`config.mk`:
```
export PLATFORM = sky130hd
export DESIGN_NAME = rspc_config
export DESIGN_NICKNAME = d
export VERILOG_FILES = /design/src/logic/rspc_pkg.sv /design/src/logic/rspc_config.sv
export SDC_FILE = /design/constraint.sdc
export NUM_CORES = 1
export LEC_CHECK = 0
export BUFFER_PORTS_ARGS = -buffer_cell sky130_fd_sc_hd__buf_2
export CORE_UTILIZATION = 52
export CTS_CLUSTER_DIAMETER = 40
export DETAILED_ROUTE_END_ITERATION = 12
export GPL_ROUTABILITY_DRIVEN = 0
export PLACE_DENSITY = 0.75
export SLEW_MARGIN = 30
export SYNTH_ARGS = -nofsm -noshare
export SYNTH_HDL_FRONTEND = slang
export SYNTH_SLANG_ARGS = --single-unit
```
`constraint.sdc`:
```
create_clock -name clk -period 5 [get_ports clk]
set_input_delay 0.5 -clock clk [delete_from_list [all_inputs] [get_ports clk]]
set_output_delay 0.5 -clock clk [all_outputs]
set_load 0.01 [all_outputs]
```
`src/logic/rspc_pkg.sv`:
```
// Constants shared by the LINE_POSITIVE slave port configuration block
package rspc_pkg;

  // ************************************************************
  // Parameter identifiers: index in the high byte, subindex low
  // ************************************************************
  localparam logic [15:0] IDX_NODE_GUARD_TIMEOUT = 16'h010b;
  localparam logic [15:0] IDX_SERIAL_BAUD_RATE = 16'h1601;
  localparam logic [15:0] IDX_SERIAL_NODE_ADDRESS = 16'h1602;
  localparam logic [15:0] IDX_SERIAL_CHAR_FORMAT = 16'h1603;

  // ************************************************************
  // Values after reset
  // ************************************************************
  localparam logic [15:0] RST_NODE_GUARD_TIMEOUT = 16'h0000;
  localparam logic [15:0] RST_SERIAL_BAUD_RATE = 16'h2580;
  localparam logic [15:0] RST_SERIAL_NODE_ADDRESS = 16'h0001;
  localparam logic [15:0] RST_SERIAL_CHAR_FORMAT = 16'h0000;

  // ************************************************************
  // Legal values and limits
  // ************************************************************
  localparam logic [15:0] BAUD_9600 = 16'h2580;
  localparam logic [15:0] BAUD_19200 = 16'h4b00;
  localparam logic [15:0] BAUD_38400 = 16'h9600;
  localparam logic [15:0] ADDR_MIN = 16'h0001;
  localparam logic [15:0] ADDR_MAX = 16'h001f;
  localparam logic [15:0] FORMAT_MAX = 16'h000f;
  localparam logic [15:0] GUARD_MS_MAX = 16'h2710;

  // ************************************************************
  // Character format word bit positions
  // ************************************************************
  localparam int FMT_NO_PARITY = 0;
  localparam int FMT_ODD_PARITY = 1;
  localparam int FMT_EIGHT_BITS = 2;
  localparam int FMT_TWO_STOP = 3;

  // ************************************************************
  // Timing
  // ************************************************************
  localparam int CLK_FREQ_KHZ = 250000;
  localparam int GUARD_UNIT_MS = 1;
  localparam int CYCLES_PER_MS = CLK_FREQ_KHZ * GUARD_UNIT_MS;
  localparam int SYNC_STAGES = 3;

endpackage : rspc_pkg

```
`src/logic/rspc_config.sv`:
```
// LINE_POSITIVE slave port configuration, address filter and node guard
// Operation
// - Slave: accept own frames, acknowledge legal parameter accesses
// - Switch address: first bank 4, second bank 1-4
// - Rotary code selects baud and character format
// - Defaults: address 1, 9600, 7-E-1
// - Switchless: address, baud from stored parameters
// - Millisecond node guard, zero disables it
// - Guard error clears the timeout to zero
// - Baud parameter accepts 9600, 19200, 38400 only
// - Format word: parity off, odd, 8 bits, 2 stop
`timescale 1ns/10ps
module rspc_config #(
  parameter int CYCLES_PER_MS = rspc_pkg::CYCLES_PER_MS
) (
  input wire logic clk,
  input wire logic rst,
  input wire logic hasSwitches,
  input wire logic firstSwitchBank4,
  input wire logic [3:0] secondSwitchBank,
  input wire logic [3:0] rateFormatRotarySwitch,
  input wire logic frameValid,
  input wire logic [4:0] frameAddr,
  input wire logic paramWrEn,
  input wire logic paramRdEn,
  input wire logic [15:0] paramIndex,
  input wire logic [15:0] paramWrData,
  output logic [15:0] paramRdData,
  output logic paramAck,
  output logic paramErr,
  output logic frameAccept,
  output logic guardError,
  output logic configValid,
  output logic [4:0] activeAddr,
  output logic [15:0] activeBaud,
  output logic parityEn,
  output logic parityOdd,
  output logic dataBits8,
  output logic stopBits2
);
  import rspc_pkg::*;

  // ************************************************************
  // Switch synchronisers and strap capture
  // ************************************************************
  logic [8:0] swSync1, swSync2, swSync3, swStable;
  logic strapDone, useSwitches;
  wire [8:0] swPins = {rateFormatRotarySwitch, firstSwitchBank4,
                       secondSwitchBank};

  // A change counts only once the second and third stage agree;
  // the strap is static, so it is caught once after release
  always_ff @(posedge clk or posedge rst) begin
    if (rst) begin
      {swSync1, swSync2, swSync3, swStable} <= 36'h000000000;
      strapDone <= 1'b0;
      useSwitches <= 1'b0;
    end else begin
      swSync1 <= swPins;
      swSync2 <= swSync1;
      swSync3 <= swSync2;
      if (swSync2 == swSync3) begin
        swStable <= swSync3;
      end
      if (!strapDone) begin
        strapDone <= 1'b1;
        useSwitches <= hasSwitches;
      end
    end
  end

  // ************************************************************
  // Stored parameters
  // ************************************************************
  logic [15:0] nodeGuardTimeout, serialBaudRate;
  logic [15:0] serialNodeAddress, serialCharFormat;

  wire selGuard = paramIndex == IDX_NODE_GUARD_TIMEOUT;
  wire selBaud = paramIndex == IDX_SERIAL_BAUD_RATE;
  wire selAddr = paramIndex == IDX_SERIAL_NODE_ADDRESS;
  wire selFmt = paramIndex == IDX_SERIAL_CHAR_FORMAT;
  wire selAny = selGuard | selBaud | selAddr | selFmt;
  wire baudLegal = paramWrData == BAUD_9600 ||
                   paramWrData == BAUD_19200 ||
                   paramWrData == BAUD_38400;
  wire addrLegal = paramWrData >= ADDR_MIN && paramWrData <= ADDR_MAX;
  wire fmtLegal = paramWrData <= FORMAT_MAX;
  wire guardLegal = paramWrData <= GUARD_MS_MAX;
  wire wrLegal = (selGuard & guardLegal) | (selBaud & baudLegal) |
                 (selAddr & addrLegal) | (selFmt & fmtLegal);
  wire wrOk = paramWrEn & wrLegal;
  wire guardHit;

  // A write and a read together is a write: no read data then
  wire [15:0] next_paramRdData =
    !paramRdEn || paramWrEn ? 16'h0000 :
    selGuard ? nodeGuardTimeout :
    selBaud ? serialBaudRate :
    selAddr ? serialNodeAddress :
    selFmt ? serialCharFormat : 16'h0000;
  wire next_paramAck = (paramWrEn & wrLegal) |
                       (!paramWrEn & paramRdEn & selAny);
  wire next_paramErr = (paramWrEn & !wrLegal) |
                       (!paramWrEn & paramRdEn & !selAny);

  // Guard error beats a same-cycle write, so no stale value stays armed
  always_ff @(posedge clk or posedge rst) begin
    if (rst) begin
      nodeGuardTimeout <= RST_NODE_GUARD_TIMEOUT;
      serialBaudRate <= RST_SERIAL_BAUD_RATE;
      serialNodeAddress <= RST_SERIAL_NODE_ADDRESS;
      serialCharFormat <= RST_SERIAL_CHAR_FORMAT;
    end else begin
      if (guardHit) begin
        nodeGuardTimeout <= 16'h0000;
      end else if (wrOk && selGuard) begin
        nodeGuardTimeout <= paramWrData;
      end
      if (wrOk && selBaud) begin
        serialBaudRate <= paramWrData;
      end
      if (wrOk && selAddr) begin
        serialNodeAddress <= paramWrData;
      end
      if (wrOk && selFmt) begin
        serialCharFormat <= paramWrData;
      end
    end
  end

  // ************************************************************
  // Active link configuration
  // ************************************************************
  wire [3:0] rotCode = swStable[8:5];
  wire [4:0] swAddr = swStable[4:0];
  wire rotValid = rotCode[1:0] != 2'b11;
  wire [15:0] rotBaud = rotCode[1:0] == 2'b00 ? BAUD_9600 :
                        rotCode[1:0] == 2'b01 ? BAUD_19200 :
                        BAUD_38400;

  wire [4:0] next_activeAddr = useSwitches ? swAddr :
                               serialNodeAddress[4:0];
  wire [15:0] next_activeBaud = useSwitches ? rotBaud :
                                serialBaudRate;
  wire next_configValid = !useSwitches || rotValid;
  wire next_parityEn = useSwitches ? !rotCode[2] :
                       !serialCharFormat[FMT_NO_PARITY];
  wire next_parityOdd = useSwitches ? 1'b0 :
                        serialCharFormat[FMT_ODD_PARITY];
  wire next_dataBits8 = useSwitches ? rotCode[3] :
                        serialCharFormat[FMT_EIGHT_BITS];
  wire next_stopBits2 = useSwitches ? 1'b0 :
                        serialCharFormat[FMT_TWO_STOP];

  // Foreign or misconfigured traffic never reaches the protocol
  wire next_frameAccept = frameValid && configValid &&
                          frameAddr == activeAddr;

  // ************************************************************
  // Node guard
  // ************************************************************
  localparam int MS_W = $clog2(CYCLES_PER_MS + 1);
  logic [MS_W-1:0] msCount;
  logic [15:0] guardMs;
  wire msTick = msCount == MS_W'(CYCLES_PER_MS - 1);
  wire guardRestart = frameAccept | (wrOk & selGuard);
  assign guardHit = nodeGuardTimeout != 16'h0000 && msTick &&
                    guardMs + 16'h0001 >= nodeGuardTimeout;

  // Elapsed time restarts on every accepted frame and legal timeout write
  always_ff @(posedge clk or posedge rst) begin
    if (rst) begin
      msCount <= '0;
      guardMs <= 16'h0000;
    end else if (guardRestart || nodeGuardTimeout == 16'h0000) begin
      msCount <= '0;
      guardMs <= 16'h0000;
    end else if (msTick) begin
      msCount <= '0;
      guardMs <= guardMs + 16'h0001;
    end else begin
      msCount <= msCount + MS_W'(1);
    end
  end

  // ************************************************************
  // Output registers
  // ************************************************************
  always_ff @(posedge clk or posedge rst) begin
    if (rst) begin
      paramRdData <= 16'h0000;
      {paramAck, paramErr, frameAccept, guardError} <= 4'h0;
      configValid <= 1'b1;
      activeAddr <= RST_SERIAL_NODE_ADDRESS[4:0];
      activeBaud <= RST_SERIAL_BAUD_RATE;
      parityEn <= 1'b1;
      {parityOdd, dataBits8, stopBits2} <= 3'h0;
    end else begin
      paramRdData <= next_paramRdData;
      paramAck <= next_paramAck;
      paramErr <= next_paramErr;
      frameAccept <= next_frameAccept;
      guardError <= guardHit;
      configValid <= next_configValid;
      activeAddr <= next_activeAddr;
      activeBaud <= next_activeBaud;
      parityEn <= next_parityEn;
      parityOdd <= next_parityOdd;
      dataBits8 <= next_dataBits8;
      stopBits2 <= next_stopBits2;
    end
  end

  // ************************************************************
  // Assertions
  // ************************************************************
  property p_accept_own;
    @(posedge clk) disable iff (rst)
    frameValid && configValid && frameAddr == activeAddr |=> frameAccept;
  endproperty
  a_accept_own: assert property (p_accept_own)
    else $error("own frame not accepted");
  property p_ignore_foreign;
    @(posedge clk) disable iff (rst)
    frameValid && frameAddr != activeAddr |=> !frameAccept;
  endproperty
  a_ignore_foreign: assert property (p_ignore_foreign)
    else $error("foreign frame accepted");
  property p_switch_addr;
    @(posedge clk) disable iff (rst)
    strapDone && useSwitches |=> activeAddr == $past(swStable[4:0]);
  endproperty
  a_switch_addr: assert property (p_switch_addr)
    else $error("switch address not applied");
  property p_rotary;
    @(posedge clk) disable iff (rst)
    useSwitches && $stable(swStable) ##1 $stable(swStable) |->
      activeBaud == (swStable[6:5] == 2'b00 ? BAUD_9600 :
      swStable[6:5] == 2'b01 ? BAUD_19200 : BAUD_38400) &&
      dataBits8 == swStable[8] && parityEn == !swStable[7] &&
      configValid == (swStable[6:5] != 2'b11);
  endproperty
  a_rotary: assert property (p_rotary)
    else $error("rotary decode wrong");
  property p_defaults;
    @(posedge clk) disable iff (rst)
    !strapDone |-> activeAddr == 5'h01 && activeBaud == BAUD_9600 &&
      parityEn && !parityOdd && !dataBits8 && !stopBits2;
  endproperty
  a_defaults: assert property (p_defaults)
    else $error("reset defaults wrong");
  property p_stored;
    @(posedge clk) disable iff (rst)
    strapDone && !useSwitches |=>
      activeAddr == $past(serialNodeAddress[4:0]) &&
      activeBaud == $past(serialBaudRate);
  endproperty
  a_stored: assert property (p_stored)
    else $error("stored address or baud not applied");
  property p_guard_off;
    @(posedge clk) disable iff (rst)
    nodeGuardTimeout == 16'h0000 |=> !guardError;
  endproperty
  a_guard_off: assert property (p_guard_off)
    else $error("guard error while disabled");
  property p_guard_clear;
    @(posedge clk) disable iff (rst)
    guardError |-> nodeGuardTimeout == 16'h0000 ##1 !guardError;
  endproperty
  a_guard_clear: assert property (p_guard_clear)
    else $error("timeout not cleared after guard error");
  property p_baud_reject;
    @(posedge clk) disable iff (rst)
    paramWrEn && selBaud && !baudLegal |=>
      paramErr && !paramAck && $stable(serialBaudRate);
  endproperty
  a_baud_reject: assert property (p_baud_reject)
    else $error("illegal baud accepted");
  property p_format;
    @(posedge clk) disable iff (rst)
    strapDone && !useSwitches |=>
      parityOdd == $past(serialCharFormat[FMT_ODD_PARITY]) &&
      stopBits2 == $past(serialCharFormat[FMT_TWO_STOP]) &&
      parityEn == !$past(serialCharFormat[FMT_NO_PARITY]);
  endproperty
  a_format: assert property (p_format)
    else $error("format word decode wrong");
  c_guard_error: cover property (@(posedge clk) disable iff (rst) guardError);
  c_frame_accept: cover property (@(posedge clk) disable iff (rst)
    frameAccept);
  c_baud_write: cover property (@(posedge clk) disable iff (rst)
    paramWrEn && selBaud && baudLegal ##1 paramAck);
  c_rotary_bad: cover property (@(posedge clk) disable iff (rst)
    useSwitches && !configValid);

endmodule : rspc_config

```
=== Yosys cells after proc, flatten, opt, wreduce, memory -nomap -nowiden ===
Index checks and enable logic that the tools add are counted.

* Add/sub/neg operators: 2
* Order comparisons: 5
* Multiplexer cells: 19
* Reduce and logical (&&, ||, !) cells: 26
* Bitwise logic cells: 19
* Eq/ne operators: 12

{| class="wikitable"
|+ Operators by type and width
! kind !! number
|-
| 16-bit 2-to-1 mux || 12
|-
| 16-bit by 13-bit equality test with 1-bit output (second input constant) || 3
|-
| 18-bit 2-to-1 mux || 2
|-
| 18-bit by 1-bit adder with 18-bit output (second input constant) || 1
|-
| 18-bit equality test (second input constant) || 1
|-
| 16-bit by 1-bit adder with 16-bit output (second input constant) || 1
|-
| 16-bit by 14-bit equality test with 1-bit output (second input constant) || 1
|-
| 16-bit by 15-bit equality test with 1-bit output (second input constant) || 1
|-
| 16-bit equality test (second input constant) || 1
|-
| 16-bit by 9-bit equality test with 1-bit output (second input constant) || 1
|-
| 16-bit by 1-bit >= comparator with 1-bit output (second input constant) || 1
|-
| 16-bit >= comparator || 1
|-
| 16-bit by 14-bit less-or-equal comparator with 1-bit output (second input constant) || 1
|-
| 16-bit by 4-bit less-or-equal comparator with 1-bit output (second input constant) || 1
|-
| 16-bit by 5-bit less-or-equal comparator with 1-bit output (second input constant) || 1
|-
| 16-bit logical NOT || 1
|-
| 16-bit nonzero test || 1
|-
| 1-bit AND || 10
|-
| 9-bit equality test || 1
|-
| 1-bit logical AND || 9
|-
| 1-bit OR || 9
|-
| 1-bit logical NOT || 7
|-
| 5-bit equality test || 1
|-
| 1-bit logical OR || 5
|-
| other kinds (6) || 10
|}

* Output and inout bits: 46
* Logic and storage cells: 107
* Register bits: 182
* Input port bits: 52

=== Logic depth before layout (Yosys ltp) ===
* Depth in word-level cells: 12
* Gate-level depth with buffers: 15
* Depth with buffers taken out: 13

=== Least setup slack after synthesis ===
OpenSTA, ideal clock, no wires.

* Path type: register to register
* From: reg guardMs[0]
* To: reg nodeGuardTimeout[4]
* Path slack: 2.202 ns
* Clock period less this slack: 2.798 ns
* Setup time: 0.072 ns
* Stages on the path, launching flop included: 16
* Path buffers: 2
* Data required time: 4.928 ns
* Data arrival time: 2.726 ns
* Path through: dfrtp_1 -> ha_1 -> and3_1 -> nand3_1 -> nor3_1 -> nand2_1 -> xnor2_1 -> ha_1 -> a21o_1 -> a21o_1 -> a21oi_1 -> o211ai_1 -> and4_1 -> buf_2 -> buf_4 -> nor2_1

* Word-level cells in the longest chain between the ends: 4
* Elaborated cells between the ends (all ways): 5
* Classes of those cells: 1 x add/sub; 1 x order compare; 1 x mux; 2 x reduce/logical

{| class="wikitable"
|+ RTL lines
! element !! RTL line !! RTL
|-
| start, declared || rspc_config.sv:164 || <nowiki>logic [15:0] guardMs;</nowiki>
|-
| start signal, assigned || rspc_config.sv:180 || <nowiki>guardMs <= guardMs + 16'h0001;</nowiki>
|-
| 16-bit by 1-bit adder with 16-bit output * || rspc_config.sv:168 || <nowiki>guardMs + 16'h0001 >= nodeGuardTimeout;</nowiki>
|-
| 16-bit >= comparator * || rspc_config.sv:168 ||
|-
| 1-bit logical AND * || rspc_config.sv:167 || <nowiki>assign guardHit = nodeGuardTimeout != 16'h0000 && msTick &&</nowiki>
|-
| named net guardHit || rspc_config.sv:92 || <nowiki>wire guardHit;</nowiki>
|-
| 16-bit 2-to-1 mux or 2-bit nonzero test (tied branches) || - ||
|-
| end signal, assigned || rspc_config.sv:117 || <nowiki>nodeGuardTimeout <= paramWrData;</nowiki>
|-
| end, declared || rspc_config.sv:75 || <nowiki>logic [15:0] nodeGuardTimeout, serialBaudRate;</nowiki>
|}

The timed path passes the listed nets; every way through them passes the cells marked *.
A chain may end at the register's enable or synchronous reset.

=== Worst setup path in the final report ===
* From: reg guardMs[0]
* To: reg nodeGuardTimeout[15]

* Word-level cells in the longest chain between the ends: 4
* Elaborated cells between the ends (all ways): 5
* Classes of those cells: 1 x add/sub; 1 x order compare; 1 x mux; 2 x reduce/logical

{| class="wikitable"
|+ RTL lines
! element !! RTL line
|-
| 16-bit by 1-bit adder with 16-bit output * || rspc_config.sv:168
|-
| 16-bit >= comparator * || rspc_config.sv:168
|-
| 1-bit logical AND * || rspc_config.sv:167
|-
| 16-bit 2-to-1 mux or 2-bit nonzero test (tied branches) || -
|}

Mark *: on every way between the ends. The rest lies on a longest branch, timed or not.

==> results.toml <==
[run_status]
status = "completed"

[detailed_routing]
vias_per_cell = 5.70
route.detailed.drc = 0
vias = 5553
postRouteAntennaNets = 0
routed_wl_um = 17400
drtIter0Drc = 441
firstDrtPassIters = 7
wl_per_cell_um = 17.8

[setup_path]
crit_slowest_cell = "dfrtp_1"
path_cells = "ha_1 -> and3_1 -> nand3_1 -> nor3_1 -> nand2_1 -> xnor2_1 -> ha_1 -> a21o_1 -> a21o_1 -> a21oi_1 -> o211ai_1 -> and4_1 -> nor3b_1"
cp_top_family = "simple AND/OR/NAND/NOR gates"
crit_path_max_fanout = 17
cpPeakStageDelay_ns = 0.44
start_kind = "register"
worstPathArrival_ns = 3.59
critical_path_class = "reg2reg"
crit_path_end_kind = "register"
worstPathRequired_ns = 5.34
rr_startpoint = "guardMs[0]"
crit_start = "guardMs[0]"
worst-path-buf-inv = 0

[yosys]
async_reset_ff_share_pct = 100
synth_cells = 677
ys_seq_area_share_pct = 57.1
yosys_warnings = 0
synth_cell_types = 53
avgSynthCellArea_um2 = 11.8
ys_seq_elements = 182
synth_edf_count = 0
syn_nets = 747
yosysTopAreaCell = "dfrtp_1"
ys.flop_type = "dfrtp_1"
synth_top_area_share_pct = 53.1
ys_top_cells_by_area = "dfrtp_1 (53%), mux2_2 (6.6%), nor2_1 (4.0%)"
syn_area_um2 = 8010

[die]
core_area_um2 = 14800
ioPinCount = 98
std_cell_rows = 44
die_w_um = 126
die_h_um = 126
initial_core_util_pct = 54.3
dieArea_um2 = 15900

[placement]
portBuffers = 97
dp.cells = 941
dp_hpwl_um = 12100
placed_area_um2 = 8660

[cells_and_area]
final_common_cell = "dfrtp_1"
area_growth_pct = 16.1
drive_gt1_share_pct = 26.6
stdcell_area_um2 = 9290
final_util_pct = 63.0
stdcell_count = 975
nNetsFinal = 847
final_cell_mix = "dfrtp_1 (169), buf_2 (97), nor2_1 (85), mux2_2 (47), nand2_1 (30)"

[power]
power_frac_seq_pct = 50.6
ir_drop_uv = 294
p_switching_uw = 792
sw_frac_of_total_pct = 25.4
powerDensity_nw_per_um2 = 336
leakage_uw = 0.00467
clock_power_share_pct = 43.0
internal-power_uw = 2330
comb_power_share_pct = 6.5

[clock_tree]
cts_max_path_buffers = 2
cts_setup_buffers = 0
hold_buffers = 0
clkSinkCount = 182
tritoncts = "yes"
clk_pin_slew_ns = 0.07
cts_made_buffers = 17
cts_resized = 0
clock_latency_ns = 0.44
clockRootBuffer = "clkbuf_16"
h-tree-depth = 4

[sta]
timing.final.max_slew_violations = 0
max_freq_ghz = 0.308
finalSetupViolCount = 0
grt_setup_unrepaired = "false"
relSlewSlack_pct = 45.4
worst_pin_slew_ns = 0.817
final_hold_viol_count = 0
period_minus_slack_ns = 3.24
skew_ns = 0.00752
layout_worst_path_cycle_share_pct = 64.8
setup-tns-final_ns = 0

[grt]
grt.total_usage_pct = 23.3
grt_max_degree = 183
grt_pass1_vias = 5619
grt_first_pass_wirelength_um = 28400
gr-total-overflow = 0
antenna_found_initial = 0

[min_path]
hold_class = "in2async"

[run]
drv_cap = 0
-- metrics by stage --
step	hold slack (ns)	setup slack [ns]	total power [µW]
finish	0.148	1.76	3120
global route	0.140	1.45	3240
CTS	0.150	1.73	3150
floorplan	0.331	2.17	1720
detailed placement	0.335	1.78	1810
global placement	0.334	1.96	1790
-- synthesized netlist by cell type (all sizes together), types with 8 or more instances --
cell,instances
nor4,13
nand2,31
nand3,20
clkbuf,11
nand4,8
nor3,16
xor2,29
mux2i,16
xnor2,27
nor2b,21
buf,11
dfstp,12
ha,18
mux2,50
dfrtp,170
inv,29
o21ai,10
and2,20
a222oi,17
nor2,86
-- power by group through the flow --
stage | logic, µW | registers, µW | clock network (µW)
2_1_floorplan | 129 | 1590 | 0
3_3_place_gp | 189 | 1600 | 0
3_5_place_dp | 201 | 1610 | 0
4_1_cts | 202 | 1580 | 1360
5_1_grt | 229 | 1590 | 1420
6_report | 202 | 1580 | 1340
-- logic make-up after synthesis --
kind of cell               count (synthesis)  share of synthesized area (%)
DFF                                      182                           57.1
xor gates and xnor gates                  56                           6.13
AOI/OAI and AO/OA                         55                           5.49
adders and majority gates                 18                           2.81
other                                      1                         0.0468
and+or+nand+nor                          248                           16.4
buffers and inverters                     51                           2.91
muxes                                     66                           9.17
-- worst min-delay path, stage by stage --
cell,delay [ns]
buf_2,0.11
clkinvlp_4,0.07
buf_12,0.31
-- metal layers --
metal	wire length (µm)	track usage, %	share of wire [%]
met1	7330	29.7	42
met2	8530	37.8	49
met3	1040	5.69	6.0
met4	457	10.5	2.6
met5	0	0	0
-- cell type report --
cell class	instances	area [µm²]
diodes	1	2.50
clock buffers	17	425
clock inverters	15	178
fillers	1162	5460
inverters	29	113
multi-input cells	444	3210
flip-flops and latches	182	4570
well taps	184	230
repair buffers	103	563
-- sequential cells by signal, indices dropped and copies added, names as in the netlist, 5 cells and up --
signal             flops
guardMs               16
swSync1                9
msCount               18
swStable               9
serialNodeAddress     16
serialBaudRate        16
swSync2                9
activeBaud            16
serialCharFormat      16
activeAddr             5
nodeGuardTimeout      16
paramRdData           16
swSync3                9
-- path summary, 6_finish.rpt --
path	to	slack, ns	depth (start not counted)
hold / removal	serialNodeAddress[6]	0.15	3
setup / recovery	nodeGuardTimeout[15]	1.76	13
hold reg to reg	swSync2[0]	0.35	0
setup reg to reg	nodeGuardTimeout[15]	1.76	13
min in group clk	swSync1[5]	0.16	1
max in group asynchronous	guardMs[15]	4.02	4
Power figures use the tool's default switching activity.
